## src/bcc_params.svh

```systemverilog
// constants for the bcd calendar counter chain
`ifndef BCC_PARAMS_SVH
`define BCC_PARAMS_SVH
// register indexes; byte address is four times the index
`define BCC_IDX_SEC_U    4'h0
`define BCC_IDX_SEC_T    4'h1
`define BCC_IDX_MIN_U    4'h2
`define BCC_IDX_MIN_T    4'h3
`define BCC_IDX_HR_U     4'h4
`define BCC_IDX_HR_T     4'h5
`define BCC_IDX_DAY_U    4'h6
`define BCC_IDX_DAY_T    4'h7
`define BCC_IDX_MON_U    4'h8
`define BCC_IDX_MON_T    4'h9
`define BCC_IDX_YR_U     4'ha
`define BCC_IDX_YR_T     4'hb
`define BCC_IDX_WDAY     4'hc
`define BCC_IDX_CTRL     4'hd
// hours tens field layout
`define BCC_HT_LOW_BIT   0
`define BCC_HT_MERIDIAN  2
// control register layout and reset
`define BCC_CTRL_FMT24   0
`define BCC_FMT24_RST    1'b1
// calendar limits, two bcd digits; digit and weekday limits one
`define BCC_SEC_LAST     8'h59
`define BCC_MIN_LAST     8'h59
`define BCC_H24_LAST     8'h23
`define BCC_H12_LAST     8'h11
`define BCC_H12_TOP      8'h12
`define BCC_BCD_ZERO     8'h00
`define BCC_BCD_ONE      8'h01
`define BCC_FEB          8'h02
`define BCC_APR          8'h04
`define BCC_JUN          8'h06
`define BCC_SEP          8'h09
`define BCC_NOV          8'h11
`define BCC_DEC          8'h12
`define BCC_DAYS_28      8'h28
`define BCC_DAYS_29      8'h29
`define BCC_DAYS_30      8'h30
`define BCC_DAYS_31      8'h31
`define BCC_YR_LAST      8'h99
`define BCC_DIGIT_LAST   4'h9
`define BCC_WDAY_LAST    4'h6
`define BCC_WDAY_ZERO    4'h0
// axi responses
`define BCC_RESP_OKAY    2'b00
`define BCC_RESP_SLVERR  2'b10
// timing: one tick per second at a 100 ns clock
`define BCC_TICK_NS      1000000000
`define BCC_CLK_NS       100
`endif

```

## src/bcc_pkg.sv

```systemverilog
// types shared by the bcd calendar counter chain
package bcc_pkg;
   // one four-bit bcd digit per field
   typedef struct packed {
      logic [3:0] wday;
      logic [3:0] yr_t;
      logic [3:0] yr_u;
      logic [3:0] mon_t;
      logic [3:0] mon_u;
      logic [3:0] day_t;
      logic [3:0] day_u;
      logic [3:0] hr_t;
      logic [3:0] hr_u;
      logic [3:0] min_t;
      logic [3:0] min_u;
      logic [3:0] sec_t;
      logic [3:0] sec_u;
   } bcc_time_type;
endpackage

```

## src/bcc_tick_gen.sv

```systemverilog
// once-per-second tick divider
`timescale 1ns/1ns
`default_nettype none
module bcc_tick_gen #(
   parameter int CYCLES = 10000000
) (
   input  wire logic aclk,
   input  wire logic aresetn,
   output var  logic tick
);
   localparam int CW = $clog2(CYCLES);
   logic [CW-1:0] cnt_reg;

   // count cycles, pulse one cycle when the period is done
   always_ff @(posedge aclk) begin
      if (!aresetn) begin
         cnt_reg <= '0;
         tick    <= 1'b0;
      end else if (cnt_reg == CW'(CYCLES - 1)) begin
         cnt_reg <= '0;
         tick    <= 1'b1;
      end else begin
         cnt_reg <= cnt_reg + CW'(1);
         tick    <= 1'b0;
      end
   end
endmodule
`default_nettype wire

```

## src/bcc_counter_chain.sv

```systemverilog
// bcd calendar counter chain with axi4-lite register access
// Overview of operation
// - every digit is a four-bit positive bcd value, 1001 reads nine
// - each quantity except weekday splits into units and tens registers read separately
// - weekday advances with the day, counting 0 to 6 then 0
// - weekday values carry no fixed day name; host decides mapping
// - hours tens register holds tens bits plus meridian flag, 1 is afternoon
// - in 24-hour format the meridian flag stays zero
// - hours run 12 to 11 per half in 12-hour, 00 to 23 otherwise
// - year digits divisible by four make a leap year allowing February 29
// - year 00 is leap, no century exception
`timescale 1ns/1ns
`default_nettype none
`include "bcc_params.svh"
module bcc_counter_chain #(
   parameter int TICK_CYCLES = `BCC_TICK_NS / `BCC_CLK_NS,
   parameter int ADDR_W      = 6
) (
   input  wire logic              aclk,
   input  wire logic              aresetn,
   input  wire logic [ADDR_W-1:0] awaddr,
   input  wire logic              awvalid,
   output var  logic              awready,
   input  wire logic [31:0]       wdata,
   input  wire logic [3:0]        wstrb,
   input  wire logic              wvalid,
   output var  logic              wready,
   output var  logic [1:0]        bresp,
   output var  logic              bvalid,
   input  wire logic              bready,
   input  wire logic [ADDR_W-1:0] araddr,
   input  wire logic              arvalid,
   output var  logic              arready,
   output var  logic [31:0]       rdata,
   output var  logic [1:0]        rresp,
   output var  logic              rvalid,
   input  wire logic              rready
);
   bcc_pkg::bcc_time_type time_reg;
   bcc_pkg::bcc_time_type time_tick;
   bcc_pkg::bcc_time_type time_next;
   logic              fmt24_reg;
   logic              fmt24_next;
   logic              tick;
   logic              aw_hold_reg;
   logic              w_hold_reg;
   logic [ADDR_W-1:0] aw_addr_reg;
   logic [3:0]        w_data_reg;
   logic              w_lane0_reg;
   logic              aw_take;
   logic              w_take;
   logic              ar_take;
   logic              wr_fire;
   logic [3:0]        wr_idx;
   logic              day_adv;
   logic              leap;

   // two bcd digits plus one, units wrapping into tens
   function automatic logic [7:0] bcd_inc(input logic [7:0] v);
      if (v[3:0] == `BCC_DIGIT_LAST) begin
         return {v[7:4] + 4'h1, 4'h0};
      end
      return {v[7:4], v[3:0] + 4'h1};
   endfunction

   // a two-digit year divides by four when odd tens meet 2 or 6, even tens 0, 4 or 8
   function automatic logic is_leap(input logic [3:0] t, input logic [3:0] u);
      if (t[0]) begin
         return (u == 4'h2) || (u == 4'h6);
      end
      return (u == 4'h0) || (u == 4'h4) || (u == 4'h8);
   endfunction

   // last day of a month in bcd
   function automatic logic [7:0] last_day(input logic [7:0] mon, input logic lp);
      if (mon == `BCC_FEB) begin
         return lp ? `BCC_DAYS_29 : `BCC_DAYS_28;
      end
      if (mon == `BCC_APR || mon == `BCC_JUN || mon == `BCC_SEP || mon == `BCC_NOV) begin
         return `BCC_DAYS_30;
      end
      return `BCC_DAYS_31;
   endfunction

   // word address to register index; misaligned or unmapped gives an error
   function automatic logic addr_ok(input logic [ADDR_W-1:0] a);
      return (a[1:0] == 2'b00) && (a[ADDR_W-1:2] <= (ADDR_W-2)'(`BCC_IDX_CTRL));
   endfunction

   bcc_tick_gen #(
      .CYCLES (TICK_CYCLES)
   ) u_tick (
      .aclk    (aclk),
      .aresetn (aresetn),
      .tick    (tick)
   );

   assign leap    = is_leap(time_reg.yr_t, time_reg.yr_u);
   assign aw_take = awvalid && awready;
   assign w_take  = wvalid && wready;
   assign ar_take = arvalid && arready;
   assign wr_fire = aw_hold_reg && w_hold_reg && !bvalid;
   assign wr_idx  = aw_addr_reg[5:2];

   // carry chain, one step per tick; the whole chain settles in one cycle
   always_comb begin
      logic [7:0] hv;
      logic       cm;
      logic       ch;
      hv       = {2'b00, time_reg.hr_t[1:0], time_reg.hr_u};
      cm       = 1'b0;
      ch       = 1'b0;
      day_adv  = 1'b0;
      time_tick = time_reg;
      if (tick) begin
         // seconds, then minutes
         if ({time_reg.sec_t, time_reg.sec_u} == `BCC_SEC_LAST) begin
            {time_tick.sec_t, time_tick.sec_u} = `BCC_BCD_ZERO;
            cm = 1'b1;
         end else begin
            {time_tick.sec_t, time_tick.sec_u} = bcd_inc({time_reg.sec_t, time_reg.sec_u});
         end
         if (cm) begin
            if ({time_reg.min_t, time_reg.min_u} == `BCC_MIN_LAST) begin
               {time_tick.min_t, time_tick.min_u} = `BCC_BCD_ZERO;
               ch = 1'b1;
            end else begin
               {time_tick.min_t, time_tick.min_u} = bcd_inc({time_reg.min_t, time_reg.min_u});
            end
         end
         // hours in either format
         if (ch) begin
            if (fmt24_reg) begin
               if (hv == `BCC_H24_LAST) begin
                  hv      = `BCC_BCD_ZERO;
                  day_adv = 1'b1;
               end else begin
                  hv = bcd_inc(hv);
               end
            end else if (hv == `BCC_H12_LAST) begin
               hv = `BCC_H12_TOP;
               time_tick.hr_t[`BCC_HT_MERIDIAN] = !time_reg.hr_t[`BCC_HT_MERIDIAN];
               day_adv = time_reg.hr_t[`BCC_HT_MERIDIAN]; // pm to am only
            end else if (hv == `BCC_H12_TOP) begin
               hv = `BCC_BCD_ONE;
            end else begin
               hv = bcd_inc(hv);
            end
            time_tick.hr_u       = hv[3:0];
            time_tick.hr_t[1:0]  = hv[5:4];
         end
         // weekday and day of month
         if (day_adv) begin
            time_tick.wday = (time_reg.wday == `BCC_WDAY_LAST) ? `BCC_WDAY_ZERO
                                                               : time_reg.wday + 4'h1;
            if ({time_reg.day_t, time_reg.day_u} ==
                last_day({time_reg.mon_t, time_reg.mon_u}, leap)) begin
               {time_tick.day_t, time_tick.day_u} = `BCC_BCD_ONE;
               if ({time_reg.mon_t, time_reg.mon_u} == `BCC_DEC) begin
                  {time_tick.mon_t, time_tick.mon_u} = `BCC_BCD_ONE;
                  {time_tick.yr_t, time_tick.yr_u} =
                     ({time_reg.yr_t, time_reg.yr_u} == `BCC_YR_LAST) ? `BCC_BCD_ZERO
                     : bcd_inc({time_reg.yr_t, time_reg.yr_u});
               end else begin
                  {time_tick.mon_t, time_tick.mon_u} = bcd_inc({time_reg.mon_t, time_reg.mon_u});
               end
            end else begin
               {time_tick.day_t, time_tick.day_u} = bcd_inc({time_reg.day_t, time_reg.day_u});
            end
         end
      end
   end

   // a host write overrides the tick result for the digit it hits
   always_comb begin
      time_next  = time_tick;
      fmt24_next = fmt24_reg;
      if (wr_fire && w_lane0_reg && addr_ok(aw_addr_reg)) begin // address checked here, beats in either order
         unique case (wr_idx)
            `BCC_IDX_SEC_U: time_next.sec_u = w_data_reg;
            `BCC_IDX_SEC_T: time_next.sec_t = w_data_reg;
            `BCC_IDX_MIN_U: time_next.min_u = w_data_reg;
            `BCC_IDX_MIN_T: time_next.min_t = w_data_reg;
            `BCC_IDX_HR_U:  time_next.hr_u  = w_data_reg;
            `BCC_IDX_HR_T:  time_next.hr_t  = w_data_reg;
            `BCC_IDX_DAY_U: time_next.day_u = w_data_reg;
            `BCC_IDX_DAY_T: time_next.day_t = w_data_reg;
            `BCC_IDX_MON_U: time_next.mon_u = w_data_reg;
            `BCC_IDX_MON_T: time_next.mon_t = w_data_reg;
            `BCC_IDX_YR_U:  time_next.yr_u  = w_data_reg;
            `BCC_IDX_YR_T:  time_next.yr_t  = w_data_reg;
            `BCC_IDX_WDAY:  time_next.wday  = w_data_reg; // plain count, no day names
            `BCC_IDX_CTRL:  fmt24_next      = w_data_reg[`BCC_CTRL_FMT24];
            default: ;
         endcase
      end
      // the new format applies in the same cycle, so no pm bit survives a switch
      if (fmt24_next) begin
         time_next.hr_t[`BCC_HT_MERIDIAN] = 1'b0;
      end
   end

   // time digits; host must not load impossible values
   always_ff @(posedge aclk) begin
      if (!aresetn) begin
         time_reg   <= '0;
         time_reg.day_u <= 4'h1;
         time_reg.mon_u <= 4'h1;
      end else begin
         time_reg <= time_next;
      end
   end

   // format selection
   always_ff @(posedge aclk) begin
      if (!aresetn) begin
         fmt24_reg <= `BCC_FMT24_RST;
      end else begin
         fmt24_reg <= fmt24_next;
      end
   end

   // write address and data taken in either order, then one response
   always_ff @(posedge aclk) begin
      if (!aresetn) begin
         aw_hold_reg <= 1'b0;
         w_hold_reg  <= 1'b0;
         aw_addr_reg <= '0;
         w_data_reg  <= 4'h0;
         w_lane0_reg <= 1'b0;
         awready     <= 1'b0;
         wready      <= 1'b0;
         bvalid      <= 1'b0;
         bresp       <= `BCC_RESP_OKAY;
      end else begin
         if (aw_take) begin
            aw_hold_reg <= 1'b1;
            aw_addr_reg <= awaddr;
         end else if (wr_fire) begin
            aw_hold_reg <= 1'b0;
         end
         if (w_take) begin
            w_hold_reg  <= 1'b1;
            w_data_reg  <= wdata[3:0];
            w_lane0_reg <= wstrb[0]; // no address test yet: data may arrive ahead of it
         end else if (wr_fire) begin
            w_hold_reg <= 1'b0;
         end
         awready <= !(aw_hold_reg || aw_take) && !bvalid;
         wready  <= !(w_hold_reg || w_take) && !bvalid;
         if (wr_fire) begin
            bvalid <= 1'b1;
            bresp  <= addr_ok(aw_addr_reg) ? `BCC_RESP_OKAY : `BCC_RESP_SLVERR;
         end else if (bready) begin
            bvalid <= 1'b0;
         end
      end
   end

   // reads: four-bit digits in the low bits, upper bits zero
   always_ff @(posedge aclk) begin
      if (!aresetn) begin
         arready <= 1'b0;
         rvalid  <= 1'b0;
         rdata   <= '0;
         rresp   <= `BCC_RESP_OKAY;
      end else begin
         arready <= !ar_take && !rvalid;
         if (ar_take) begin
            rvalid <= 1'b1;
            rresp  <= addr_ok(araddr) ? `BCC_RESP_OKAY : `BCC_RESP_SLVERR;
            unique case (araddr[5:2])
               `BCC_IDX_SEC_U: rdata <= {28'h0, time_reg.sec_u};
               `BCC_IDX_SEC_T: rdata <= {28'h0, time_reg.sec_t};
               `BCC_IDX_MIN_U: rdata <= {28'h0, time_reg.min_u};
               `BCC_IDX_MIN_T: rdata <= {28'h0, time_reg.min_t};
               `BCC_IDX_HR_U:  rdata <= {28'h0, time_reg.hr_u};
               `BCC_IDX_HR_T:  rdata <= {28'h0, time_reg.hr_t};
               `BCC_IDX_DAY_U: rdata <= {28'h0, time_reg.day_u};
               `BCC_IDX_DAY_T: rdata <= {28'h0, time_reg.day_t};
               `BCC_IDX_MON_U: rdata <= {28'h0, time_reg.mon_u};
               `BCC_IDX_MON_T: rdata <= {28'h0, time_reg.mon_t};
               `BCC_IDX_YR_U:  rdata <= {28'h0, time_reg.yr_u};
               `BCC_IDX_YR_T:  rdata <= {28'h0, time_reg.yr_t};
               `BCC_IDX_WDAY:  rdata <= {28'h0, time_reg.wday};
               `BCC_IDX_CTRL:  rdata <= {31'h0, fmt24_reg};
               default:        rdata <= '0;
            endcase
         end else if (rready) begin
            rvalid <= 1'b0;
         end
      end
   end

   // checks on the counting behaviour
   chk_sec_bcd: assert property (@(posedge aclk) disable iff (!aresetn)
      $past(tick) && !$past(wr_fire) && $past(time_reg.sec_u) == 4'h9 |->
         time_reg.sec_u == 4'h0)
      else $error("seconds units did not wrap after nine");

   chk_weekday_step: assert property (@(posedge aclk) disable iff (!aresetn)
      day_adv && !wr_fire |=>
         time_reg.wday == (($past(time_reg.wday) == 4'h6) ? 4'h0 : $past(time_reg.wday) + 4'h1))
      else $error("weekday did not step with the day");

   chk_meridian_24h: assert property (@(posedge aclk) disable iff (!aresetn)
      fmt24_reg |-> !time_reg.hr_t[2])
      else $error("meridian set in 24-hour format");

   chk_hour_24_wrap: assert property (@(posedge aclk) disable iff (!aresetn)
      tick && fmt24_reg && !wr_fire && {time_reg.hr_t[1:0], time_reg.hr_u} == 6'h23 &&
      {time_reg.min_t, time_reg.min_u, time_reg.sec_t, time_reg.sec_u} == 16'h5959 |=>
         time_reg.hr_t == 4'h0 && time_reg.hr_u == 4'h0)
      else $error("hour did not wrap 23 to 00");

   chk_feb_leap: assert property (@(posedge aclk) disable iff (!aresetn)
      day_adv && !wr_fire && {time_reg.mon_t, time_reg.mon_u} == 8'h02 &&
      {time_reg.day_t, time_reg.day_u} == 8'h28 |=>
         {time_reg.day_t, time_reg.day_u} == ($past(leap) ? 8'h29 : 8'h01))
      else $error("february end ignores leap year");

   chk_year_zero: assert property (@(posedge aclk) disable iff (!aresetn)
      {time_reg.yr_t, time_reg.yr_u} == 8'h00 |-> leap)
      else $error("year 00 not leap");

   chk_min_carry: assert property (@(posedge aclk) disable iff (!aresetn)
      tick && !wr_fire && {time_reg.sec_t, time_reg.sec_u} == 8'h59 &&
      {time_reg.min_t, time_reg.min_u} != 8'h59 |=>
         {time_reg.min_t, time_reg.min_u} == bcd_inc($past({time_reg.min_t, time_reg.min_u})))
      else $error("minutes missed the seconds carry");

   chk_meridian_flip: assert property (@(posedge aclk) disable iff (!aresetn)
      tick && !fmt24_reg && !wr_fire && {time_reg.hr_t[0], time_reg.hr_u} == 5'h11 &&
      {time_reg.min_t, time_reg.min_u, time_reg.sec_t, time_reg.sec_u} == 16'h5959 |=>
         time_reg.hr_t[2] != $past(time_reg.hr_t[2]) && time_reg.hr_u == 4'h2 &&
         (time_reg.wday != $past(time_reg.wday)) == $past(time_reg.hr_t[2]))
      else $error("12-hour rollover wrong");
endmodule
`default_nettype wire

```

## config.mk

```make
export PLATFORM = sky130hd
export DESIGN_NAME = bcc_counter_chain
export DESIGN_NICKNAME = d
export VERILOG_FILES = /design/src/bcc_pkg.sv /design/src/bcc_tick_gen.sv /design/src/bcc_counter_chain.sv
export VERILOG_INCLUDE_DIRS = /design/src
export SDC_FILE = /design/constraint.sdc
export NUM_CORES = 1
export LEC_CHECK = 0
export ABC_AREA = 1
export BUFFER_PORTS_ARGS = -buffer_cell sky130_fd_sc_hd__buf_4
export CORE_MARGIN = 4
export CORE_UTILIZATION = 50
export DETAILED_ROUTE_END_ITERATION = 6
export GPL_TIMING_DRIVEN = 0
export HOLD_SLACK_MARGIN = 0.08
export PLACE_DENSITY = 0.81
export SLEW_MARGIN = 15
export SYNTH_ARGS = -nofsm -noshare
export SYNTH_HDL_FRONTEND = slang
export SYNTH_SLANG_ARGS = --single-unit
```

## constraint.sdc

```tcl
create_clock -name aclk -period 1.7 [get_ports aclk]
set_input_delay 0.34 -clock aclk [delete_from_list [all_inputs] [get_ports aclk]]
set_output_delay 0.34 -clock aclk [all_outputs]
set_load 0.01 [all_outputs]
```

; After elaboration in Yosys (flattened, before gate mapping)
; Index checks and enable logic that the tools add are counted.
[totals]
reg_bits = 132
wordCells = 254
input_bits = 55
[classes]
muxes = 117
reduce_logical = 38
addsub = 14
eq_ne = 51
bitwise = 1
n_lt_le_gt_ge = 2
[op_table]
columns = op, count
row1 = 8-bit two-way mux, 23
row2 = 4-bit equality test (second input constant), 19
row3 = 1-bit two-way mux, 64
row4 = 28-bit two-way mux, 2
row5 = 4-bit two-way mux, 14
row6 = 4-bit case mux with 14 select lines, 1
row7 = 52-bit two-way mux, 1
row8 = 4-bit by 1-bit adder with 4-bit output (second input constant), 12
row9 = 4-bit by 3-bit equality test with 1-bit output (second input constant), 11
row10 = 6-bit two-way mux, 7
row11 = 24-bit by 1-bit adder with 24-bit output (second input constant), 1
row12 = 24-bit equality test (second input constant), 1
row13 = 23-bit two-way mux, 1
row14 = 4-bit by 2-bit equality test with 1-bit output (second input constant), 5
row15 = 8-bit by 3-bit equality test with 1-bit output (second input constant), 2
row16 = 8-bit by 5-bit equality test with 1-bit output (second input constant), 2
row17 = 8-bit by 7-bit equality test with 1-bit output (second input constant), 2
row18 = 16-bit two-way mux, 1
row19 = 6-bit by 5-bit equality test with 1-bit output (second input constant), 2
row20 = 1-bit logical AND, 12
row21 = 4-bit zero test, 3
row22 = 4-bit by 1-bit equality test with 1-bit output (second input constant), 2
row23 = 8-bit by 2-bit equality test with 1-bit output (second input constant), 1
row24 = 8-bit by 4-bit equality test with 1-bit output (second input constant), 1
row25 = 14 further kinds, 33

; Longest topological paths before layout
; Gate-level depths: netlist of the first run.
[depth]
depth_word = 28
depth_mapped = 16
depth_no_buf = 16

; By module
; Synthesis of the first run repeated with hierarchy kept, for this count alone.
[hier_totals]
cells_unflattened = 1029
hier_area_um2 = 6703.9
[by_module_without_submodules]
columns = module, cells_per_inst, seq_area_each_um2, n_inst, area_each_um2
row1 = bcc_counter_chain, 831, 1541.5, 1, 5356.4
row2 = bcc_tick_gen, 198, 500.5, 1, 1347.5

; Worst setup path after synthesis of the first run
; Ideal clock, no wire load.
[synth_path]
kind = reg-to-reg
from = reg time_reg[16] in the netlist's numbering
to = reg time_reg[40] in the netlist's numbering
t_required_ps = 1591
period_less_slack_ps = 1868
stages_incl_launch_ff = 17
path_slack_ps = -168
arrival_ps = 1759
cell_sequence = dfxtp_1 > inv_1 > nor2_1 > nand3_1 > inv_1 > ha_1 > nor2_1 > inv_1 > nand2_1 > nor2_8 > inv_4 > nor2_8 > nand2_2 > nand2_1 > nand3_1 > nand2_1 > inv_1
[synth_between]
elab_chain_cells = 9
elab_cells_between_ends = 11
[synth_rtl]
columns = element, line_no
row1 = "start, declared", bcc_counter_chain.sv:39  ; bcc_pkg::bcc_time_type time_reg;
row2 = "start signal, assigned", bcc_counter_chain.sv:210  ; time_reg <= time_next;
row3 = 6-bit by 5-bit equality test with 1-bit output (no source line) or 6-bit equality test (tied branches), n/a
row4 = "1-bit two-way mux, on equally long branches", "bcc_counter_chain.sv:140, bcc_counter_chain.sv:134"
row5 = 1-bit two-way mux *, bcc_counter_chain.sv:133  ; if (fmt24_reg) begin
row6 = 1-bit two-way mux *, bcc_counter_chain.sv:132  ; if (ch) begin
row7 = 1-bit two-way mux *, bcc_counter_chain.sv:115  ; if (tick) begin
row8 = 28-bit two-way mux *, bcc_counter_chain.sv:153  ; if (day_adv) begin
row9 = 28-bit two-way mux *, bcc_counter_chain.sv:115
row10 = 4-bit two-way mux, bcc_counter_chain.sv:179  ; unique case (wr_idx)
row11 = 52-bit two-way mux *, bcc_counter_chain.sv:178  ; if (wr_fire && w_lane0_reg && addr_ok(aw_addr_reg)) begin
; Mark *: on every way between the ends. The rest lies on a longest branch, timed or not. The select of a mux whose other input is x is not followed.
; A chain may end at the register's enable or synchronous reset.

; Final worst setup path of the first run
[layout_path]
from = reg time_reg[1] in the netlist's numbering
to = reg time_reg[40] in the netlist's numbering
[layout_between]
elab_chain_cells = 11
[layout_rtl]
columns = element, line_no
row1 = 8-bit by 7-bit equality test with 1-bit output (no source line) *, n/a
row2 = 1-bit two-way mux *, bcc_counter_chain.sv:117  ; if ({time_reg.sec_t, time_reg.sec_u} == `BCC_SEC_LAST) begin
row3 = 1-bit two-way mux *, bcc_counter_chain.sv:115
row4 = 1-bit two-way mux *, bcc_counter_chain.sv:123  ; if (cm) begin
row5 = 1-bit two-way mux *, bcc_counter_chain.sv:115
row6 = 1-bit two-way mux *, bcc_counter_chain.sv:132
row7 = 1-bit two-way mux *, bcc_counter_chain.sv:115
row8 = 28-bit two-way mux *, bcc_counter_chain.sv:153
row9 = 28-bit two-way mux *, bcc_counter_chain.sv:115
row10 = 4-bit two-way mux, bcc_counter_chain.sv:179
row11 = 52-bit two-way mux *, bcc_counter_chain.sv:178
; Marks and branches as above.

==> results by stage, run 1 <==
Critical path:
- The data arrival time of the critical path is around 2.3 ns.
- The count of cells along the worst register-to-register path is 15.
- STA classifies the critical path endpoint as a register.
- The worst register-to-register path begins at time_reg[1].
- In this run the critical register-to-register path is captured at time_reg[40].
- The launching element type of the critical path is a register.
- The critical path data required time is around 2.0 ns.
- In this run the worst path has a maximum fanout of 7.
- The type of the worst setup path is reg -> reg.
- Setup slack on the worst reg-to-reg path comes out at -0.29 ns.

Power:
- The worst voltage drop across the vdd grid is about 630 µV.
- The power per cell area is 581 nW/µm².
- The overall power is 5.17 mW.
- Summed over all cells, the static leakage comes to between 3 and 4 nW.

Hold path:
- In this run the most critical hold path is launched from araddr[1].
- The path class of the tightest hold or removal check is in -> reg.
- For hold timing, the worst endpoint is rresp[1].
- Along the worst hold path, the cell count comes to 3.

Synthesis:
- The synthesized netlist contains 48 unique library cells.
- Counting flops with an async set or reset pin after synthesis yields a share of 0%.
- The primary flip-flop cell chosen by synthesis mapping is sky130_fd_sc_hd__dfxtp_1.
- The synthesis warning total is 0.
- The mapped netlist covers 6470 µm².
- The synthesized instance count is about 960.
- Of all cell types, the one taking the most synthesized area is sky130_fd_sc_hd__dfxtp_1.
- A synthesized cell averages 6.75 µm².
- The synthesized design contains 0 enable-type register cells.
- Summed over its instances, the top area cell type makes up approximately a third of the synthesized netlist area.
- The flop and latch count out of synthesis is between 100 and 150.
- After synthesis, flip-flops and latches occupy between 30% and 40% of the total area.
- Yosys attributes the largest share of cell area to sky130_fd_sc_hd__dfxtp_1, sky130_fd_sc_hd__nand2_1, sky130_fd_sc_hd__inv_1.

Final layout:
- Relative to the synthesized area, the layout overhead comes to 37.5%.
- The register with the most flip-flops in the layout has between 50 and 60 of them.
- 0 antenna diodes ended up in the layout.
- In the final design database the tool counted 1,183 nets.
- The count of non-filler cells in the finished layout is 1,285.
- The ratio of cells with drive above 1 in the final layout is about a third.

Outcome:
- The checks that failed: negative setup slack.
- The run finished, with violations left.

Placement:
- The half-perimeter wire length after detailed placement is around 14,000 µm.
- The count of input and output buffers is 33.
- Routability-driven placement finished with a final weighted congestion of a little under 1.
- The number of placed instances, taps included is approximately 1,200.

Routing:
- Dividing the detail-routed wire length by the instance count gives between 15 and 20 µm.
- The count of TritonRoute iterations in the first routing pass is 6.
- The vias after detailed routing is ~7,400.
- The detailed router finished its first iteration with ~960 violations.
- The via count normalized by instance count is around 5.8.
- In this run the remaining antenna-violating nets after routing total 0.
- The remaining design rule violation count is 0.
- Wires add up to 22,800 µm.

Clock network:
- The CTS buffer count is 9.
- The later-pin clock latency in the skew report is around 0.36 ns.
- The clock transition at the register clock pins on the worst setup and hold paths after CTS is roughly 0.070 ns.
- The TritonCTS clock tree is yes.
- The quantity of hold-fixing buffers added after cts is 0.
- The cell sitting at the root of the clock tree is a sky130_fd_sc_hd__clkbuf_16.
- CTS built an H-tree with a depth of 3.
- The number of clock sinks seen by CTS is a little over 100.
- The maximum number of buffers from clock root to sink is 2.

Floorplanning:
- The floorplan has about 40 rows.
- The initial standard-cell utilization of the core is 51.3%.
- The die width is 122 µm.
- The total die area is 14,800 µm².
- In this run the standard cell core region covers approximately 13,000 µm².
- 96 I/O pins were placed.
- The die is about 120 µm tall.

STA:
- Headroom to the max-slew limit came out at 42.8%.
- After layout, the worst path uses 117% of the clock period.
- The final-report setup violation count is 48.
- After layout, the worst setup slack is -0.286 ns.
- The actual transition at the worst max-transition pin is between 0.8 and 0.9 ns.
- Setup repair after global routing could not meet its margin everywhere.
- The final number of hold-violating endpoints is 0.
- Subtracting the final worst setup slack from the clock period gives between 1.5 and 2 ns.
- The final max-slew violation count is 0.
- Static timing analysis puts the maximum clock frequency at about 0.50 GHz.
- The worst-case clock skew is 0.00689 ns.

Global route:
- Entering global routing, the biggest net connects 19 pins.
- The first global-routing pass estimated around 34,000 µm of wire.
- The total overflow left after global routing is 0.
- The number of antenna violations at the first check in global routing is 0.
- The number of global-route vias before repair is 6,739.
- Global routing used between 20% and 30% of the available tracks.

Job:
- Across the run, the number of max-cap violations was 0.
critical path: stages (launching register included):
cell	delay [ns]
sky130_fd_sc_hd__dfxtp_2	0.33
sky130_fd_sc_hd__inv_2	0.07
sky130_fd_sc_hd__ha_4	0.14
sky130_fd_sc_hd__nand3_4	0.10
sky130_fd_sc_hd__nor2_4	0.13
sky130_fd_sc_hd__nand2_4	0.09
sky130_fd_sc_hd__nor2_8	0.13
sky130_fd_sc_hd__nand2_8	0.09
sky130_fd_sc_hd__nor2_8	0.22
sky130_fd_sc_hd__inv_8	0.06
sky130_fd_sc_hd__nor2_8	0.16
sky130_fd_sc_hd__nand2_2	0.09
sky130_fd_sc_hd__nand2_1	0.06
sky130_fd_sc_hd__nand3_1	0.07
sky130_fd_sc_hd__nand2_1	0.09
sky130_fd_sc_hd__inv_1	0.03
metal layers:
| layer | vias up | GRT usage, % | routed length, µm |
|---|---|---|---|
| met5 | - | 0 | 0 |
| met4 | 0 | 13.0 | 1040 |
| met3 | 93 | 6.69 | 2600 |
| met2 | 459 | 45.1 | 10500 |
| met1 | 3421 | 37.5 | 8650 |
| li1 | 3439 | - | - |
cell families (layout without fill, tap and decap cells):
family / after synthesis / after routing / share of synthesized area, %
other cells: 1 / 30 / 0.0580
compound gates: 220 / 220 / 19.2
simple gates: 409 / 409 / 30.3
xor+xnor: 12 / 12 / 1.62
fa+ha+maj: 20 / 20 / 3.87
buf+inv: 195 / 320 / 13.3
flops: 102 / 102 / 31.6
power by group:
part           leakage [nW]  internal, mW  switching [mW]
sequential            0.840          2.42          0.0463
combinational          2.77         0.169           0.307
clock                 0.152          1.21            1.02
total                  3.76          3.79            1.38
metrics by stage:
step	cell area [µm²]	util [%]	TNS, ns	worst slack, ns	hold WS [ns]
final	8900	70.5	-7.75	-0.286	0.180
after detailed placement	7090	56.2	-17.06	-0.526	0.444
after CTS	8300	65.8	-4.14	-0.190	0.181
after global routing	8900	70.5	-13.72	-0.448	0.202
after global placement	7090	56.2	-15.38	-0.493	0.433
after floorplan	6630	-	-0.740	-0.125	0.418
layout by cell type (no fill, tap or decap), types with 6 or more instances in the layout:
cell type	synthesis	layout
sky130_fd_sc_hd__a211oi_1	10	8
sky130_fd_sc_hd__a21oi_1	76	59
sky130_fd_sc_hd__a21oi_2	6	22
sky130_fd_sc_hd__buf_4	31	125
sky130_fd_sc_hd__buf_6	0	14
sky130_fd_sc_hd__clkbuf_1	13	12
sky130_fd_sc_hd__clkbuf_16	0	10
sky130_fd_sc_hd__conb_1	1	30
sky130_fd_sc_hd__dfxtp_1	102	76
sky130_fd_sc_hd__dfxtp_2	0	17
sky130_fd_sc_hd__dfxtp_4	0	9
sky130_fd_sc_hd__ha_1	20	12
sky130_fd_sc_hd__ha_4	0	7
sky130_fd_sc_hd__inv_1	137	113
sky130_fd_sc_hd__inv_2	7	23
sky130_fd_sc_hd__inv_4	1	9
sky130_fd_sc_hd__nand2_1	145	121
sky130_fd_sc_hd__nand2_2	9	25
sky130_fd_sc_hd__nand2_4	3	9
sky130_fd_sc_hd__nand3_1	72	51
sky130_fd_sc_hd__nand3_2	5	13
sky130_fd_sc_hd__nand3_4	0	13
sky130_fd_sc_hd__nand4_1	16	16
sky130_fd_sc_hd__nor2_1	97	71
sky130_fd_sc_hd__nor2_2	11	10
sky130_fd_sc_hd__nor2_4	5	32
sky130_fd_sc_hd__nor3_1	26	21
sky130_fd_sc_hd__nor4_1	6	6
sky130_fd_sc_hd__o211ai_1	8	8
sky130_fd_sc_hd__o21ai_0	84	57
sky130_fd_sc_hd__o21ai_1	2	19
sky130_fd_sc_hd__o21ai_2	1	11
sky130_fd_sc_hd__o22ai_1	14	13
sky130_fd_sc_hd__xor2_1	11	11
cell usage after synthesis (5+ instances only):
| master | instances |
|---|---|
| sky130_fd_sc_hd__nor2_1 | 97 |
| sky130_fd_sc_hd__inv_2 | 7 |
| sky130_fd_sc_hd__dfxtp_1 | 102 |
| sky130_fd_sc_hd__a21oi_1 | 76 |
| sky130_fd_sc_hd__nand2_1 | 145 |
| sky130_fd_sc_hd__o21ai_0 | 84 |
| sky130_fd_sc_hd__nor2_2 | 11 |
| sky130_fd_sc_hd__inv_1 | 137 |
| sky130_fd_sc_hd__nor3_1 | 26 |
| sky130_fd_sc_hd__nor4_1 | 6 |
| sky130_fd_sc_hd__a211oi_1 | 10 |
| sky130_fd_sc_hd__nand3_1 | 72 |
| sky130_fd_sc_hd__clkbuf_1 | 13 |
| sky130_fd_sc_hd__buf_4 | 31 |
| sky130_fd_sc_hd__xor2_1 | 11 |
| sky130_fd_sc_hd__o211ai_1 | 8 |
| sky130_fd_sc_hd__nand2_2 | 9 |
| sky130_fd_sc_hd__nand4_1 | 16 |
| sky130_fd_sc_hd__nor2_4 | 5 |
| sky130_fd_sc_hd__a21oi_2 | 6 |
| sky130_fd_sc_hd__ha_1 | 20 |
| sky130_fd_sc_hd__nand3_2 | 5 |
| sky130_fd_sc_hd__o22ai_1 | 14 |
final cells by class:
cell class	instances	area (µm²)
Sequential cell	102	2100
Tap cell	172	215
Buffer	47	315
Timing Repair Buffer	109	893
Clock inverter	6	75.1
Inverter	148	591
Multi-Input combinational cell	691	4470
Fill cell	931	3720
Clock buffer	10	239
timing repair:
action | in CTS | in global routing
resized for setup | 152 | 131
setup endpoints to repair | 65 | 75
setup buffers | 53 | 23
pin swaps | 56 | 43
gates cloned | 0 | 2
how the worst max path moves through the flow:
| stage | from | to | slack [ns] | cells after the start |
|---|---|---|---|---|
| floorplan | time_reg[1] | time_reg[40] | -0.13 | 15 |
| detailed placement | time_reg[5] | time_reg[38] | -0.53 | 12 |
| global placement | time_reg[16] | time_reg[34] | -0.49 | 13 |
| CTS | time_reg[1] | time_reg[40] | -0.19 | 15 |
| finish | time_reg[1] | time_reg[40] | -0.29 | 15 |
| global route | time_reg[37] | time_reg[36] | -0.45 | 10 |
No activity file was read; power rests on OpenSTA's default activity.
==> run 2: changes to the inputs <==
- CTS_BUF_LIST: default -> sky130_fd_sc_hd__clkbuf_16
==> run 2 against run 1 <==
  * The run still ends with negative setup slack left
  * Clock power is essentially flat
  * Critical endpoint is now time_reg[19]
  * Worst setup slack lost 0.19 ns
  * Clock-buffer cell count shrank 1
  * Clock skew grew 0.0012 ns
==> results by stage, run 2 (synthesized netlist as in run 1, its figures left out) <==
Clock network:
- The maximum number of buffers from clock root to sink is 2 (unchanged).
- The number of clock sinks seen by CTS came to 102 (unchanged).
- The number of levels in the clock H-tree came to 3 (unchanged).
- The TritonCTS clock tree is yes.
- The quantity of hold-fixing buffers added after cts is 0 (unchanged).
- The CTS buffer count is 9 (unchanged).
- The later-pin clock latency in the skew report is 0.36 ns (about the same).
- The root buffer cell chosen for the clock tree is sky130_fd_sc_hd__clkbuf_16.
- The clock transition at the register clock pins on the worst setup and hold paths after CTS is 0.08 ns (about the same).

STA:
- Setup repair after global routing could not meet its margin everywhere.
- The final max-slew violation count is 0 (unchanged).
- The fraction of the cycle the final worst path needs came to 128% (+11 points).
- The worst-case clock skew is 0.00809 ns (+0.00120 ns).
- The final critical path time including I/O delays and setup came to 2.18 ns (+0.193 ns).
- The peak clock frequency supported by timing came to 0.459 GHz (-8.8%).
- The setup TNS was -9.26 ns (-1.51 ns).
- The max-slew headroom at the worst pin is 34.3% (-8.5 points).
- The final number of hold-violating endpoints was 0 (unchanged).
- The final-report setup violation count came to 55 (+15%).
- The worst path setup slack after routing is -0.478 ns (-0.193 ns).
- The actual transition at the worst max-transition pin is 0.985 ns (+0.128 ns).
- The tightest hold margin is 0.207 ns (+0.0274 ns).

Critical path:
- The type of the worst setup path is reg -> reg.
- The register-to-register setup slack is -0.48 ns (-0.19 ns).
- The maximum net fanout on the critical path is 5 (-2).
- The launching element type of the critical path is a register.
- The data arrival time of the critical path is 2.46 ns (+0.21 ns).
- The critical path endpoint category is a register.
- The critical path data required time was 1.98 ns (about the same).

Global route:
- The total congestion overflow after global routing is 0 (unchanged).
- The largest net degree at the start of global routing is 19 (unchanged).
- The total routing usage reported by global routing was 28.8% (+0.073 points).
- The number of global-route vias before repair was 6,701 (-0.56%).
- The first-pass GRT wire length is 33,700 µm (-0.12%).
- The number of antenna violations at the first check in global routing is 0 (unchanged).

Routing:
- The number of design-rule violations left by the first detailed-router iteration is 1,111 (+16%).
- The count of TritonRoute iterations in the first routing pass was 6 (unchanged).
- The average wire length per cell after detail routing came to 19.6 µm (+11%).
- The overall routed net length is 25,500 µm (+12%).
- The number of nets with antenna violations after routing was 0 (unchanged).
- The via count normalized by instance count is 6.09 (+5.5%).
- The remaining design rule violation count is 0 (unchanged).
- The vias after detailed routing is 7,917 (+6.8%).

Placement:
- The number of placed instances, taps included is 1,193 (unchanged).
- The final weighted congestion in routability-driven placement is 0.984 (unchanged).
- The count of input and output buffers is 33 (unchanged).
- The half-perimeter wire length after detailed placement is 14,100 µm (unchanged).
- The post-placement worst setup slack is -0.526 ns (unchanged).

Power:
- The worst voltage drop across the vdd grid is 647 µV (+2.4%).
- The static leakage is 3.89 nW (+3.4%).
- The power per cell area is 563 nW/µm² (-3.2%).
- The overall power is 5.18 mW (+0.13%).

Floorplanning:
- The die width came to 122 µm (unchanged).
- The initial standard-cell utilization of the core is 51.3% (unchanged).
- The total die area is 14,800 µm² (unchanged).
- The standard cell core area is 12,600 µm² (unchanged).
- The height of the chip is 122 µm (unchanged).
- The placement row count is 41 (unchanged).
- The number of primary I/O pins came to 96 (unchanged).

Hold path:
- The min-delay analysis places its worst path in the category in -> reg.

Final layout:
- The ratio of cells with drive above 1 in the final layout is 37.0% (+2.6 points).
- The count of non-filler cells in the finished layout is 1,301 (+1.2%).
- The number of diodes added for antenna fixing is 0 (unchanged).
- The layout net count is 1,199 (+1.4%).
- The number of flip-flops in the largest register was 52 (unchanged).
- The commonest non-fill, non-tap cell in the layout is sky130_fd_sc_hd__buf_4.
- The layout overhead on the synthesized area is 42.3%.
- The library cells used most frequently in the layout, excluding fill and tap cells, are sky130_fd_sc_hd__buf_4, sky130_fd_sc_hd__nand2_1, sky130_fd_sc_hd__inv_1.

Outcome:
- The flow ran to the end, but the final reports show violations.
- The final reports fail on negative setup slack.

Job:
- The number of maximum-capacitance constraint violations was 0 (unchanged).
run 2: report_power, final:
| group | switching, mW | internal, mW |
|---|---|---|
| Sequential | 0.0548 | 2.42 |
| Clock | 1.04 | 1.16 |
| Combinational | 0.330 | 0.180 |
| Total | 1.42 | 3.76 |
run 2: routing by layer:
metal	wire (µm)	vias up	track usage, %
met3	3060	155	6.27
met4	1290	0	13.4
met5	0	-	0
met2	12000	649	44.8
met1	9160	3630	38.1
li1	-	3483	-
run 2: timing repair:
action | in CTS | in global routing
buffers inserted | 53 | 39
resized for setup | 152 | 169
gates cloned | 0 | 1
endpoints found under the setup margin | 65 | 76
pin swaps | 56 | 64
run 2: final timing paths:
check	startpoint	end	cells after the start
max	time_reg[0]	time_reg[19]	13
max reg2reg	time_reg[0]	time_reg[19]	13
min	araddr[0]	rresp[1]	3
min reg2reg	rvalid	arready	1
run 2: metrics by stage:
step / utilization [%] / instance area, µm²
after floorplan: - / 6630
after global placement: 56.2 / 7090
after detailed placement: 56.2 / 7090
after CTS: 65.7 / 8290
after global routing: 72.9 / 9210
final: 72.9 / 9210
run 2: area by class of cell:
class                   instances  area [µm²]
multi-input cells             691        4600
fillers                       814        3410
flip-flops and latches        102        2100
repair buffers                125        1060
inverters                     148         611
plain buffers                  47         315
clock buffers                   9         225
well taps                     172         215
clock inverters                 7        78.8
run 2: worst max-delay path, stage by stage, from the launching register on:
cell	delay (ns)
sky130_fd_sc_hd__dfxtp_4	0.39
sky130_fd_sc_hd__ha_4	0.16
sky130_fd_sc_hd__nand3_4	0.10
sky130_fd_sc_hd__nor2_4	0.14
sky130_fd_sc_hd__nand2_4	0.09
sky130_fd_sc_hd__nor2_8	0.14
sky130_fd_sc_hd__nand2_8	0.09
sky130_fd_sc_hd__buf_12	0.14
sky130_fd_sc_hd__clkinv_8	0.06
sky130_fd_sc_hd__nand3_4	0.07
sky130_fd_sc_hd__xor2_1	0.16
sky130_fd_sc_hd__nor3_1	0.32
sky130_fd_sc_hd__nor2_1	0.12
sky130_fd_sc_hd__nor2_1	0.11
